<file path="config.mk">
export PLATFORM = sky130hd
export DESIGN_NAME = gak_top
export DESIGN_NICKNAME = d
export VERILOG_FILES = /design/src/logic/gak_pkg.sv /design/src/logic/gak_pulse_timer.sv /design/src/logic/gak_top.sv
export VERILOG_INCLUDE_DIRS = /design/src /design/src/logic
export SDC_FILE = /design/constraint.sdc
export NUM_CORES = 1
export LEC_CHECK = 0
export BUFFER_PORTS_ARGS = -buffer_cell sky130_fd_sc_hd__buf_2
export CORE_AREA = 2 2 98 100
export DETAILED_ROUTE_END_ITERATION = 10
export DIE_AREA = 0 0 100 102
export PLACE_DENSITY = 0.68
export SYNTH_ARGS = -nofsm -noshare
export SYNTH_HDL_FRONTEND = slang
export SYNTH_SLANG_ARGS = --single-unit
export TNS_END_PERCENT = 10
</file>
<file path="constraint.sdc">
create_clock -name i_mclk -period 2.9 [get_ports i_mclk]
set_input_delay 0.145 -clock i_mclk [delete_from_list [all_inputs] [get_ports i_mclk]]
set_output_delay 0.145 -clock i_mclk [all_outputs]
set_load 0.05 [all_outputs]
</file>
<file path="src/logic/gak_defines.svh">
// Purpose: Constants for the gate/keyboard-reset fast path
// Assumes: Included by bare name; definitions only
// Notes:   Times are in microseconds, rates in MHz
`ifndef GAK_DEFINES_SVH
`define GAK_DEFINES_SVH

// Register locations
`define GAK_CFG_IDX          8'hf0
`define GAK_SYS_PORT_ADDR    16'h0092

// Reset values
`define GAK_CFG_RST          8'h00
`define GAK_SYS_PORT_RST     8'h24

// Bits of the system control port that read back as one
`define GAK_SYS_PORT_ONES    8'h24

// Field positions
`define GAK_SYS_GATE_BIT     1
`define GAK_SYS_RSTREQ_BIT   0
`define GAK_D1_GATE_BIT      1
`define GAK_D1_RESET_BIT     0

// Controller commands decoded in hardware
`define GAK_CMD_GATE_WRITE   8'hd1
`define GAK_CMD_PULSE_RESET  8'hfe

// Reset pulse timing, least values
`define GAK_RST_DELAY_US     14
`define GAK_RST_PULSE_US     6

// Controller clock rates per rate-select code
`define GAK_RATE0_MHZ        6
`define GAK_RATE1_MHZ        8
`define GAK_RATE2_MHZ        12
`define GAK_RATE3_MHZ        16

// Width of the pulse timer counters
`define GAK_CNT_W            12

`endif

</file>
<file path="src/logic/gak_pkg.sv">
// Purpose: Types for the gate/keyboard-reset fast path
// Assumes: Used only as gak_pkg::name
// Notes:   Struct layouts mirror the register bit maps
package gak_pkg;

    typedef enum logic [1:0] {
        GAK_RATE_6M  = 2'b00,
        GAK_RATE_8M  = 2'b01,
        GAK_RATE_12M = 2'b10,
        GAK_RATE_16M = 2'b11
    } gak_rate_e;

    typedef enum logic [1:0] {
        GAK_TMR_IDLE  = 2'b00,
        GAK_TMR_DELAY = 2'b01,
        GAK_TMR_PULSE = 2'b10
    } gak_tmr_e;

    typedef struct packed {
        gak_rate_e  clock_rate_sel;     // clock_rate_sel_hi, clock_rate_sel_lo
        logic [2:0] rsvd;
        logic       system_port_enable;
        logic       hw_gate_select;
        logic       hw_reset_select;
    } gak_cfg_s;

    typedef struct packed {
        logic [5:0] rsvd;
        logic       special_gate_bit;
        logic       reset_request_bit;
    } gak_sys_port_s;

endpackage : gak_pkg

</file>
<file path="src/logic/gak_pulse_timer.sv">
// Purpose: Delayed high-going pulse generator for the low reset pulse
// Assumes: Counts are latched at start and are at least one
// Notes:   Starts while busy are ignored
`timescale 1ns/10ps
`include "gak_defines.svh"

module gak_pulse_timer #(
    parameter int CW = `GAK_CNT_W
) (
    input  wire logic          i_mclk,
    input  wire logic          i_rst,
    input  wire logic          i_start,
    input  wire logic [CW-1:0] i_delay_cyc,
    input  wire logic [CW-1:0] i_pulse_cyc,
    output logic               o_pulse
);

    gak_pkg::gak_tmr_e state_q, state_d;
    logic [CW-1:0]     cnt_q,   cnt_d;
    logic [CW-1:0]     pulse_q, pulse_d;
    logic              out_q,   out_d;

    always_comb begin
        state_d = state_q;
        cnt_d   = cnt_q;
        pulse_d = pulse_q;
        out_d   = 1'b0;
        case (state_q)
            gak_pkg::GAK_TMR_IDLE: begin
                if (i_start) begin
                    state_d = gak_pkg::GAK_TMR_DELAY;
                    cnt_d   = i_delay_cyc;
                    pulse_d = i_pulse_cyc;
                end
            end
            gak_pkg::GAK_TMR_DELAY: begin
                if (cnt_q <= CW'(1)) begin
                    state_d = gak_pkg::GAK_TMR_PULSE;
                    cnt_d   = pulse_q;
                    out_d   = 1'b1;
                end else begin
                    cnt_d = cnt_q - CW'(1);
                end
            end
            gak_pkg::GAK_TMR_PULSE: begin
                if (cnt_q <= CW'(1)) begin
                    state_d = gak_pkg::GAK_TMR_IDLE;
                end else begin
                    cnt_d = cnt_q - CW'(1);
                    out_d = 1'b1;
                end
            end
            default: begin
                state_d = gak_pkg::GAK_TMR_IDLE;
            end
        endcase
    end

    always_ff @(posedge i_mclk) begin
        if (i_rst) begin
            state_q <= gak_pkg::GAK_TMR_IDLE;
            cnt_q   <= '0;
            pulse_q <= '0;
            out_q   <= 1'b0;
        end else begin
            state_q <= state_d;
            cnt_q   <= cnt_d;
            pulse_q <= pulse_d;
            out_q   <= out_d;
        end
    end

    assign o_pulse = out_q;

endmodule : gak_pulse_timer

</file>
<file path="src/logic/gak_top.sv">
// Purpose: Fast-path control of the address-line gate and keyboard reset
// Assumes: Register strobes and command bytes arrive on i_mclk
// Notes:   i_mclk is taken to run at the rate the rate field names
//
// What this block does
// - Two-bit rate field picks controller clock: 6, 8, 12 or 16 MHz.
// - System-port enable lets the port drive outputs; clear disables it.
// - Hardware-gate select hands the gate output to the command decoder.
// - Hardware-reset select hands the reset output to the command decoder.
// - Data byte after D1 sets gate to its bit 1.
// - With hardware reset selected, that byte's bit 0 sets reset.
// - Command FE waits 14 us, then pulses reset low for 6 us.
// - Firmware path or hardware path owns each output, never both.
// - With port enabled, port requests merge with controller outputs.
// - Port resets to 0x24; reserved bits read fixed values.
// - Port gate bit written 1 drives gate high; 0 leaves it to the controller.
// - Port reset-request bit set waits 14 us, pulses reset 6 us.
`timescale 1ns/10ps
`include "gak_defines.svh"

module gak_top (
    input  wire logic        i_mclk,
    input  wire logic        i_rst,
    // Configuration register access
    input  wire logic        i_cfg_wr,
    input  wire logic [7:0]  i_cfg_idx,
    input  wire logic [7:0]  i_cfg_wdata,
    output logic      [7:0]  o_cfg_rdata,
    // System I/O access
    input  wire logic        i_io_wr,
    input  wire logic [15:0] i_io_addr,
    input  wire logic [7:0]  i_io_wdata,
    output logic      [7:0]  o_io_rdata,
    // Bytes accepted by the keyboard controller
    input  wire logic        i_ctl_wr,
    input  wire logic        i_ctl_is_cmd,
    input  wire logic [7:0]  i_ctl_byte,
    // Firmware-driven levels from the controller output port
    input  wire logic        i_fw_gate,
    input  wire logic        i_fw_reset_n,
    // Pins
    output logic             o_address_line_gate,
    output logic             o_keyboard_reset_out_n
);

    localparam int CW = `GAK_CNT_W;

    ////////////////////////////////////////////////////////////////////////////
    // Helpers

    // Cycles for a least time at the selected rate; t_us * MHz is exact
    function automatic logic [CW-1:0] gak_cycles(input gak_pkg::gak_rate_e rate,
                                                 input int unsigned        t_us);
        int unsigned mhz;
        case (rate)
            gak_pkg::GAK_RATE_6M:  mhz = `GAK_RATE0_MHZ;
            gak_pkg::GAK_RATE_8M:  mhz = `GAK_RATE1_MHZ;
            gak_pkg::GAK_RATE_12M: mhz = `GAK_RATE2_MHZ;
            gak_pkg::GAK_RATE_16M: mhz = `GAK_RATE3_MHZ;
            default:               mhz = `GAK_RATE3_MHZ;
        endcase
        return CW'(t_us * mhz);
    endfunction : gak_cycles

    function automatic logic [7:0] gak_sys_read(input gak_pkg::gak_sys_port_s p);
        logic [7:0] v;
        v = `GAK_SYS_PORT_ONES;
        v[`GAK_SYS_GATE_BIT]   = p.special_gate_bit;
        v[`GAK_SYS_RSTREQ_BIT] = p.reset_request_bit;
        return v;
    endfunction : gak_sys_read

    ////////////////////////////////////////////////////////////////////////////
    // Registers

    gak_pkg::gak_cfg_s      cfg_q, cfg_d;
    gak_pkg::gak_sys_port_s sys_q, sys_d;
    logic [7:0]             cfg_rdata_q, cfg_rdata_d;
    logic [7:0]             io_rdata_q,  io_rdata_d;
    logic                   sys_hit;
    logic                   sys_req_start;

    assign sys_hit = i_io_wr && (i_io_addr == `GAK_SYS_PORT_ADDR);

    always_comb begin
        cfg_d = cfg_q;
        sys_d = sys_q;
        if (i_cfg_wr && (i_cfg_idx == `GAK_CFG_IDX)) begin
            cfg_d      = gak_pkg::gak_cfg_s'(i_cfg_wdata);
            cfg_d.rsvd = 3'h0;
        end
        if (sys_hit) begin
            // Only the two control bits are writable
            sys_d.special_gate_bit  = i_io_wdata[`GAK_SYS_GATE_BIT];
            sys_d.reset_request_bit = i_io_wdata[`GAK_SYS_RSTREQ_BIT];
        end
        cfg_rdata_d = (i_cfg_idx == `GAK_CFG_IDX) ? cfg_q : 8'h00;
        io_rdata_d  = (i_io_addr == `GAK_SYS_PORT_ADDR) ? gak_sys_read(sys_q)
                                                        : 8'h00;
    end

    // A new request needs a 0 to 1 change, so the host must clear first
    assign sys_req_start = cfg_q.system_port_enable && sys_d.reset_request_bit
                           && !sys_q.reset_request_bit;

    always_ff @(posedge i_mclk) begin
        if (i_rst) begin
            cfg_q       <= gak_pkg::gak_cfg_s'(`GAK_CFG_RST);
            sys_q       <= gak_pkg::gak_sys_port_s'(`GAK_SYS_PORT_RST);
            cfg_rdata_q <= 8'h00;
            io_rdata_q  <= 8'h00;
        end else begin
            cfg_q       <= cfg_d;
            sys_q       <= sys_d;
            cfg_rdata_q <= cfg_rdata_d;
            io_rdata_q  <= io_rdata_d;
        end
    end

    ////////////////////////////////////////////////////////////////////////////
    // Timing derived from the selected rate

    logic [CW-1:0] delay_cyc;
    logic [CW-1:0] pulse_cyc;

    assign delay_cyc = gak_cycles(cfg_q.clock_rate_sel, `GAK_RST_DELAY_US);
    assign pulse_cyc = gak_cycles(cfg_q.clock_rate_sel, `GAK_RST_PULSE_US);

    ////////////////////////////////////////////////////////////////////////////
    // Hardware command decode

    logic expect_d1_q, expect_d1_d;
    logic hw_gate_q,   hw_gate_d;
    logic hw_rst_n_q,  hw_rst_n_d;
    logic fe_start;

    always_comb begin
        expect_d1_d = expect_d1_q;
        hw_gate_d   = hw_gate_q;
        hw_rst_n_d  = hw_rst_n_q;
        if (i_ctl_wr) begin
            if (i_ctl_is_cmd) begin
                // Any command but D1 cancels a pending D1 data phase
                expect_d1_d = (i_ctl_byte == `GAK_CMD_GATE_WRITE);
            end else if (expect_d1_q) begin
                expect_d1_d = 1'b0;
                if (cfg_q.hw_gate_select) begin
                    hw_gate_d = i_ctl_byte[`GAK_D1_GATE_BIT];
                end
                if (cfg_q.hw_reset_select) begin
                    hw_rst_n_d = i_ctl_byte[`GAK_D1_RESET_BIT];
                end
            end
        end
    end

    assign fe_start = i_ctl_wr && i_ctl_is_cmd && cfg_q.hw_reset_select
                      && (i_ctl_byte == `GAK_CMD_PULSE_RESET);

    always_ff @(posedge i_mclk) begin
        if (i_rst) begin
            expect_d1_q <= 1'b0;
            hw_gate_q   <= 1'b0;
            hw_rst_n_q  <= 1'b1;
        end else begin
            expect_d1_q <= expect_d1_d;
            hw_gate_q   <= hw_gate_d;
            hw_rst_n_q  <= hw_rst_n_d;
        end
    end

    ////////////////////////////////////////////////////////////////////////////
    // Reset pulse generators

    logic fe_pulse;
    logic sys_pulse;

    gak_pulse_timer #(
        .CW          (CW)
    ) u_fe_timer (
        .i_mclk      (i_mclk),
        .i_rst       (i_rst),
        .i_start     (fe_start),
        .i_delay_cyc (delay_cyc),
        .i_pulse_cyc (pulse_cyc),
        .o_pulse     (fe_pulse)
    );

    gak_pulse_timer #(
        .CW          (CW)
    ) u_sys_timer (
        .i_mclk      (i_mclk),
        .i_rst       (i_rst),
        .i_start     (sys_req_start),
        .i_delay_cyc (delay_cyc),
        .i_pulse_cyc (pulse_cyc),
        .o_pulse     (sys_pulse)
    );

    ////////////////////////////////////////////////////////////////////////////
    // Output merge

    logic gate_q,  gate_d;
    logic rst_n_q, rst_n_d;
    logic ctl_gate;
    logic ctl_rst_n;

    always_comb begin
        // One owner per output; the select bit picks it
        ctl_gate  = cfg_q.hw_gate_select  ? hw_gate_q : i_fw_gate;
        ctl_rst_n = cfg_q.hw_reset_select ? (hw_rst_n_q && !fe_pulse)
                                          : i_fw_reset_n;
        gate_d  = ctl_gate;
        rst_n_d = ctl_rst_n;
        if (cfg_q.system_port_enable) begin
            gate_d  = ctl_gate || sys_q.special_gate_bit;
            rst_n_d = ctl_rst_n && !sys_pulse;
        end
    end

    always_ff @(posedge i_mclk) begin
        if (i_rst) begin
            gate_q  <= 1'b0;
            rst_n_q <= 1'b1;
        end else begin
            gate_q  <= gate_d;
            rst_n_q <= rst_n_d;
        end
    end

    assign o_address_line_gate    = gate_q;
    assign o_keyboard_reset_out_n = rst_n_q;
    assign o_cfg_rdata            = cfg_rdata_q;
    assign o_io_rdata             = io_rdata_q;

endmodule : gak_top
</file>
==> run metrics, run 1 <==
status finished clean; vias per std cell 5.58; worst-margin pin slew 0.920 ns; diode count 0; synthesized instance count 431; crit path from u_fe_timer.cnt_q[0]$_SDFFE_PP0P_; first-pass GRT wire length 15100 um; Root Driver clkbuf_8; Worst Path Arrival 2.80 ns; setup bufs post-CTS 0; Mean Syn Cell Area 8.23 um2; Die Y 102 um; IO Count 74; Crit path max-delay family compound AO/OA/AOI/OAI gates; Worst-Skew Late Latency 0.34 ns; Pre-antenna DRT Iters 4; Die X 100 um; sequential share of the synthesized area 0.350; most frequent cells in the layout 62 x dfxtp_1, 57 x buf_2, 41 x nand2_1, 41 x nor2_1, 28 x a21oi_1; per-cell routed wire length 14.9 um; reg-to-reg slack, setup 0.34 ns; HPWL after detailed placement 6420 um; vias in the first global route 3276; hold crit path type input port to register; cell area power density 419 nW/um2; #FFs+latches synth 62; CTS clock-pin slew for the worst setup and hold paths 0.08 ns; input/output buffers 57; cts hold-fix bufs 0; CTS tree yes; H-tree Lvls 3; skew final 0.0119 ns; Hold Vio Cnt, Final 0; Async S/R FF share, synth 0; antenna violations before repair 0; number of flops mapped to enable cells by yosys 0; Final Wtd Congestion 0.860; Mapped Area 3550 um2; FMAX 0.391 GHz; setup_tns 0 ns; CP cell instances inv_1 > ha_1 > nor2_1 > nor4_1 > a211oi_1 > buf_4 > a21oi_1 > o32ai_1; Netlist cell types 64; gr ovfl total 0; largest net degree at the start of global routing 29; synth warn 0; CP Capture Point u_fe_timer.cnt_q[3]$_SDFFE_PP0P_; predominant post-synthesis flop cell dfxtp_1; final period demand of the worst path 2.56 ns; final wirelength 8990 um; num rows 35; leakage power 1.85 nW; WP depth 8; Routed Antenna Nets 0; area delta synth->final 16.4%; Crit Path Class register to register; Remaining DRCs 0; Slew headroom 0.383; GRT Total Usage 0.182; R2R depth 8; Slew Limit Fails 0; post_cts resized 0; Core ar. 9110 um2; largest stage delay on the critical path 0.80 ns; die area 10200 um2; RSZ-0062 raised after global routing no; Min Hold Slack 0.0338 ns; CP startpoint kind register; crit share post-route 0.881; reg2reg start u_fe_timer.cnt_q[0]$_SDFFE_PP0P_; critical path fanouts, max 8; Setup-failing EPs final 0; Nets 563; CP max-delay cell a211oi_1; clock sinks 62; Max IR drop VDD 244 uV; Longest Clk Path Bufs 2; Critical Path RT 3.15 ns; commonest non-fill, non-tap cell in the layout dfxtp_1; share of layout cells above drive strength 1 0.187; DRT iter0 DRCs 181; R2R Path End u_fe_timer.cnt_q[3]$_SDFFE_PP0P_; Crit path buffers/inverters 2; Num CTS Buffers 9; CP Capture Type register; via count 3369; initial core utilization 0.390; max-cap viol count 0
synthesized netlist by cell type (8+ instances only):
library cell,instances,area share
a211oi_1,8,0.017
a21oi_1,28,0.039
buf_4,8,0.017
clkbuf_1,16,0.017
dfxtp_1,62,0.35
ha_1,19,0.067
inv_1,23,0.024
mux2i_1,15,0.042
nand2_1,41,0.043
nand3_1,18,0.025
nand4_1,8,0.014
nor2_1,41,0.043
nor3_1,13,0.018
nor4_1,11,0.019
o21ai_0,10,0.014
o32ai_1,17,0.042
worst min-delay path, cell delays in order:
cell and delay (ns):
buf_2 0.08, mux2i_1 0.05, nor2_1 0.07
report_power, final:
group / switching, mW / internal (mW) / leakage [nW] / total [mW]
sequential: 0.000552 / 0.852 / 0.500 / 0.853
combinational: 0.0610 / 0.0293 / 1.24 / 0.0903
clock: 0.381 / 0.407 / 0.101 / 0.789
total: 0.443 / 1.29 / 1.85 / 1.73
flip-flops by register name, summed over array words and instances, names as in the netlist, 2 cells and up:
name,count
u_fe_timer.pulse_q,6
u_fe_timer.state_q,2
cfg_q,5
sys_q,2
u_sys_timer.cnt_q,12
o_cfg_rdata,5
u_sys_timer.pulse_q,6
u_sys_timer.state_q,2
o_io_rdata,3
u_fe_timer.cnt_q,12
layer usage:
metal,wire length [um],part of all wire,track usage
met5,0,0,0
met4,87,0.0097,0.0632
met3,446,0.050,0.0363
met2,4350,0.48,0.306
met1,4110,0.46,0.235
cell families (layout without fill, tap and decap cells):
family	after synthesis	after routing	synth area share
AO/OA/AOI/OAI	105	105	0.212
XOR/XNOR	1	1	0.00247
adder cells (fa/ha/maj)	19	19	0.0670
buffers and inverters	53	109	0.0695
flip-flops	62	62	0.350
multiplexers	16	16	0.0455
other	1	7	0.00106
AND/OR/NAND/NOR	174	174	0.252
worst min path at each step:
stage / endpoint / cells after the start / start
floorplan: cfg_q[0]$_SDFFE_PP0P_ / 2 / i_cfg_wdata[0]
global placement: cfg_q[7]$_SDFFE_PP0P_ / 3 / i_cfg_wdata[7]
detailed placement: cfg_q[0]$_SDFFE_PP0P_ / 3 / i_cfg_wdata[0]
CTS: cfg_q[6]$_SDFFE_PP0P_ / 3 / i_cfg_wdata[6]
global route: cfg_q[7]$_SDFFE_PP0P_ / 3 / i_cfg_wdata[7]
finish: sys_q[1]$_SDFFE_PP0N_ / 3 / i_io_wdata[1]
layout make-up:
type / count / area, um2
clock buffer: 9 / 124
clock inverter: 7 / 77.6
fill: 872 / 4980
inverter: 24 / 90.1
multi-input combinational: 322 / 2080
sequential: 62 / 1240
tap: 111 / 139
timing repair buffer: 69 / 375
metrics by stage:
stage                     instances  cell area, um2  worst slack [ns]  utilization  power [mW]
after floorplan                 437            3570             0.680            -       0.929
after global placement          588            3930             0.440        0.431       0.961
after detailed placement        588            3930             0.375        0.431       0.963
after CTS                       604            4130             0.357        0.453        1.76
after global routing            604            4130            0.0959        0.453        1.80
final                           604            4130             0.345        0.453        1.73
Note: power is estimated with default switching activity, not from simulation.
==> run 2, diff against run 1 <==
- PLACE_DENSITY: 0.68 -> 0.61
- clock period: 2.9 -> 2.95 ns (I/O delays scaled with it)
==> run metrics, run 2 (synthesis gave the netlist of run 1 again) <==
IO Count 74; clock sinks 62; Longest Clk Path Bufs 2; cell area power density 396 nW/um2; Critical Path RT 3.20 ns; Slew headroom 0.370; Max IR drop VDD 217 uV; CTS clock-pin slew for the worst setup and hold paths 0.09 ns; die area 10200 um2; via count 3398; largest stage delay on the critical path 0.76 ns; Hold Vio Cnt, Final 0; Min Hold Slack 0.0279 ns; Crit path buffers/inverters 2; status finished clean; Final Wtd Congestion 0.851; diode count 0; H-tree Lvls 3; cts hold-fix bufs 0; critical path fanouts, max 8; Routed Antenna Nets 0; area delta synth->final 15.8%; Nets 563; Setup-failing EPs final 0; Crit path max-delay family compound AO/OA/AOI/OAI gates; Pre-antenna DRT Iters 5; CP max-delay cell a211oi_1; HPWL after detailed placement 6530 um; num rows 35; CP cell instances inv_1 > ha_1 > nor2_1 > nor4_1 > a211oi_1 > buf_4 > a21oi_1 > o32ai_1; post_cts resized 0; most frequent cells in the layout 62 x dfxtp_1, 57 x buf_2, 41 x nand2_1, 41 x nor2_1, 28 x a21oi_1; leakage power 1.83 nW; input/output buffers 57; Regs by FF count u_fe_timer.cnt_q (12), u_sys_timer.cnt_q (12); Crit Path Class register to register; Num CTS Buffers 9; Remaining DRCs 0; setup bufs post-CTS 0; hold crit path type input port to register; worst-margin pin slew 0.942 ns; max-cap viol count 0; Worst-Skew Late Latency 0.35 ns; vias in the first global route 3139; Core ar. 9110 um2; Root Driver clkbuf_8; GRT Total Usage 0.179; Slew Limit Fails 0; antenna violations before repair 0; final wirelength 9250 um; RSZ-0062 raised after global routing no; Layout Cells excl Fill 604; largest net degree at the start of global routing 53; crit share post-route 0.871; setup_tns 0 ns; initial core utilization 0.390; Die Y 102 um; FMAX 0.389 GHz; CTS tree yes; vias per std cell 5.63; gr ovfl total 0; DP Cell Count 588; Die X 100 um; skew final 0.0147 ns; commonest non-fill, non-tap cell in the layout dfxtp_1; share of layout cells above drive strength 1 0.187; Worst Path Arrival 2.82 ns; DRT iter0 DRCs 131; first-pass GRT wire length 14600 um; CP startpoint kind register; fill count 928; per-cell routed wire length 15.3 um; CP Capture Type register; final period demand of the worst path 2.57 ns
run 2: cell count changes in the layout (fill, tap and decap cells not counted), sizes merged:
| cell | delta |
|---|---|
| clkinvlp | +2 |
| inv | -2 |
| bufinv | -1 |
| clkinv | +1 |
run 2: routing by layer:
metal  wire, um  share of wire  global-route usage  up-vias
met1       4050           0.44               0.212     1587
met4        119          0.013              0.0569        0
li1           -              -                   -     1695
met5          0              0                   0        -
met2       4570           0.49               0.311      101
met3        509          0.055              0.0554       15
run 2: final timing paths:
check,startpoint,to,slack [ns],cells past startpoint
setup / recovery,u_fe_timer.cnt_q[0]$_SDFFE_PP0P_,u_fe_timer.cnt_q[10]$_SDFFE_PP0P_,0.38,8
hold / removal,i_cfg_wdata[6],cfg_q[6]$_SDFFE_PP0P_,0.03,3
setup reg to reg,u_fe_timer.cnt_q[0]$_SDFFE_PP0P_,u_fe_timer.cnt_q[10]$_SDFFE_PP0P_,0.38,8
hold reg to reg,u_fe_timer.pulse_q[2]$_SDFFE_PP0P_,u_fe_timer.pulse_q[2]$_SDFFE_PP0P_,0.46,2
run 2: final cells by class:
cell class | instances | area [um2] | share of cell area
Clock buffer | 9 | 124 | 0.0301
Tap cell | 111 | 139 | 0.0338
Inverter | 24 | 90.1 | 0.0219
Timing Repair Buffer | 69 | 375 | 0.0913
Clock inverter | 7 | 57.6 | 0.0140
Multi-Input combinational cell | 322 | 2080 | 0.507
Sequential cell | 62 | 1240 | 0.302
run 2: worst min-delay path: cells and delay by family:
| family | cells | cell delay, ns |
|---|---|---|
| buffers and inverters | 1 | 0.08 |
| AND/OR/NAND/NOR | 1 | 0.07 |
| multiplexers | 1 | 0.06 |
run 2: report_power, final:
part	total (mW)	internal [mW]	switching, mW
logic	0.0886	0.0288	0.0598
registers	0.838	0.838	0.000473
clock network	0.701	0.313	0.388
total	1.63	1.18	0.448
run 2: stage by stage:
step	setup WS (ns)	area [um2]	util	total power, mW
4_1_cts	0.389	4110	0.451	1.64
3_5_place_dp	0.423	3930	0.431	0.946
2_1_floorplan	0.730	3570	-	0.913
6_report	0.381	4110	0.451	1.63
5_1_grt	0.0519	4110	0.451	1.69
3_3_place_gp	0.484	3930	0.431	0.945
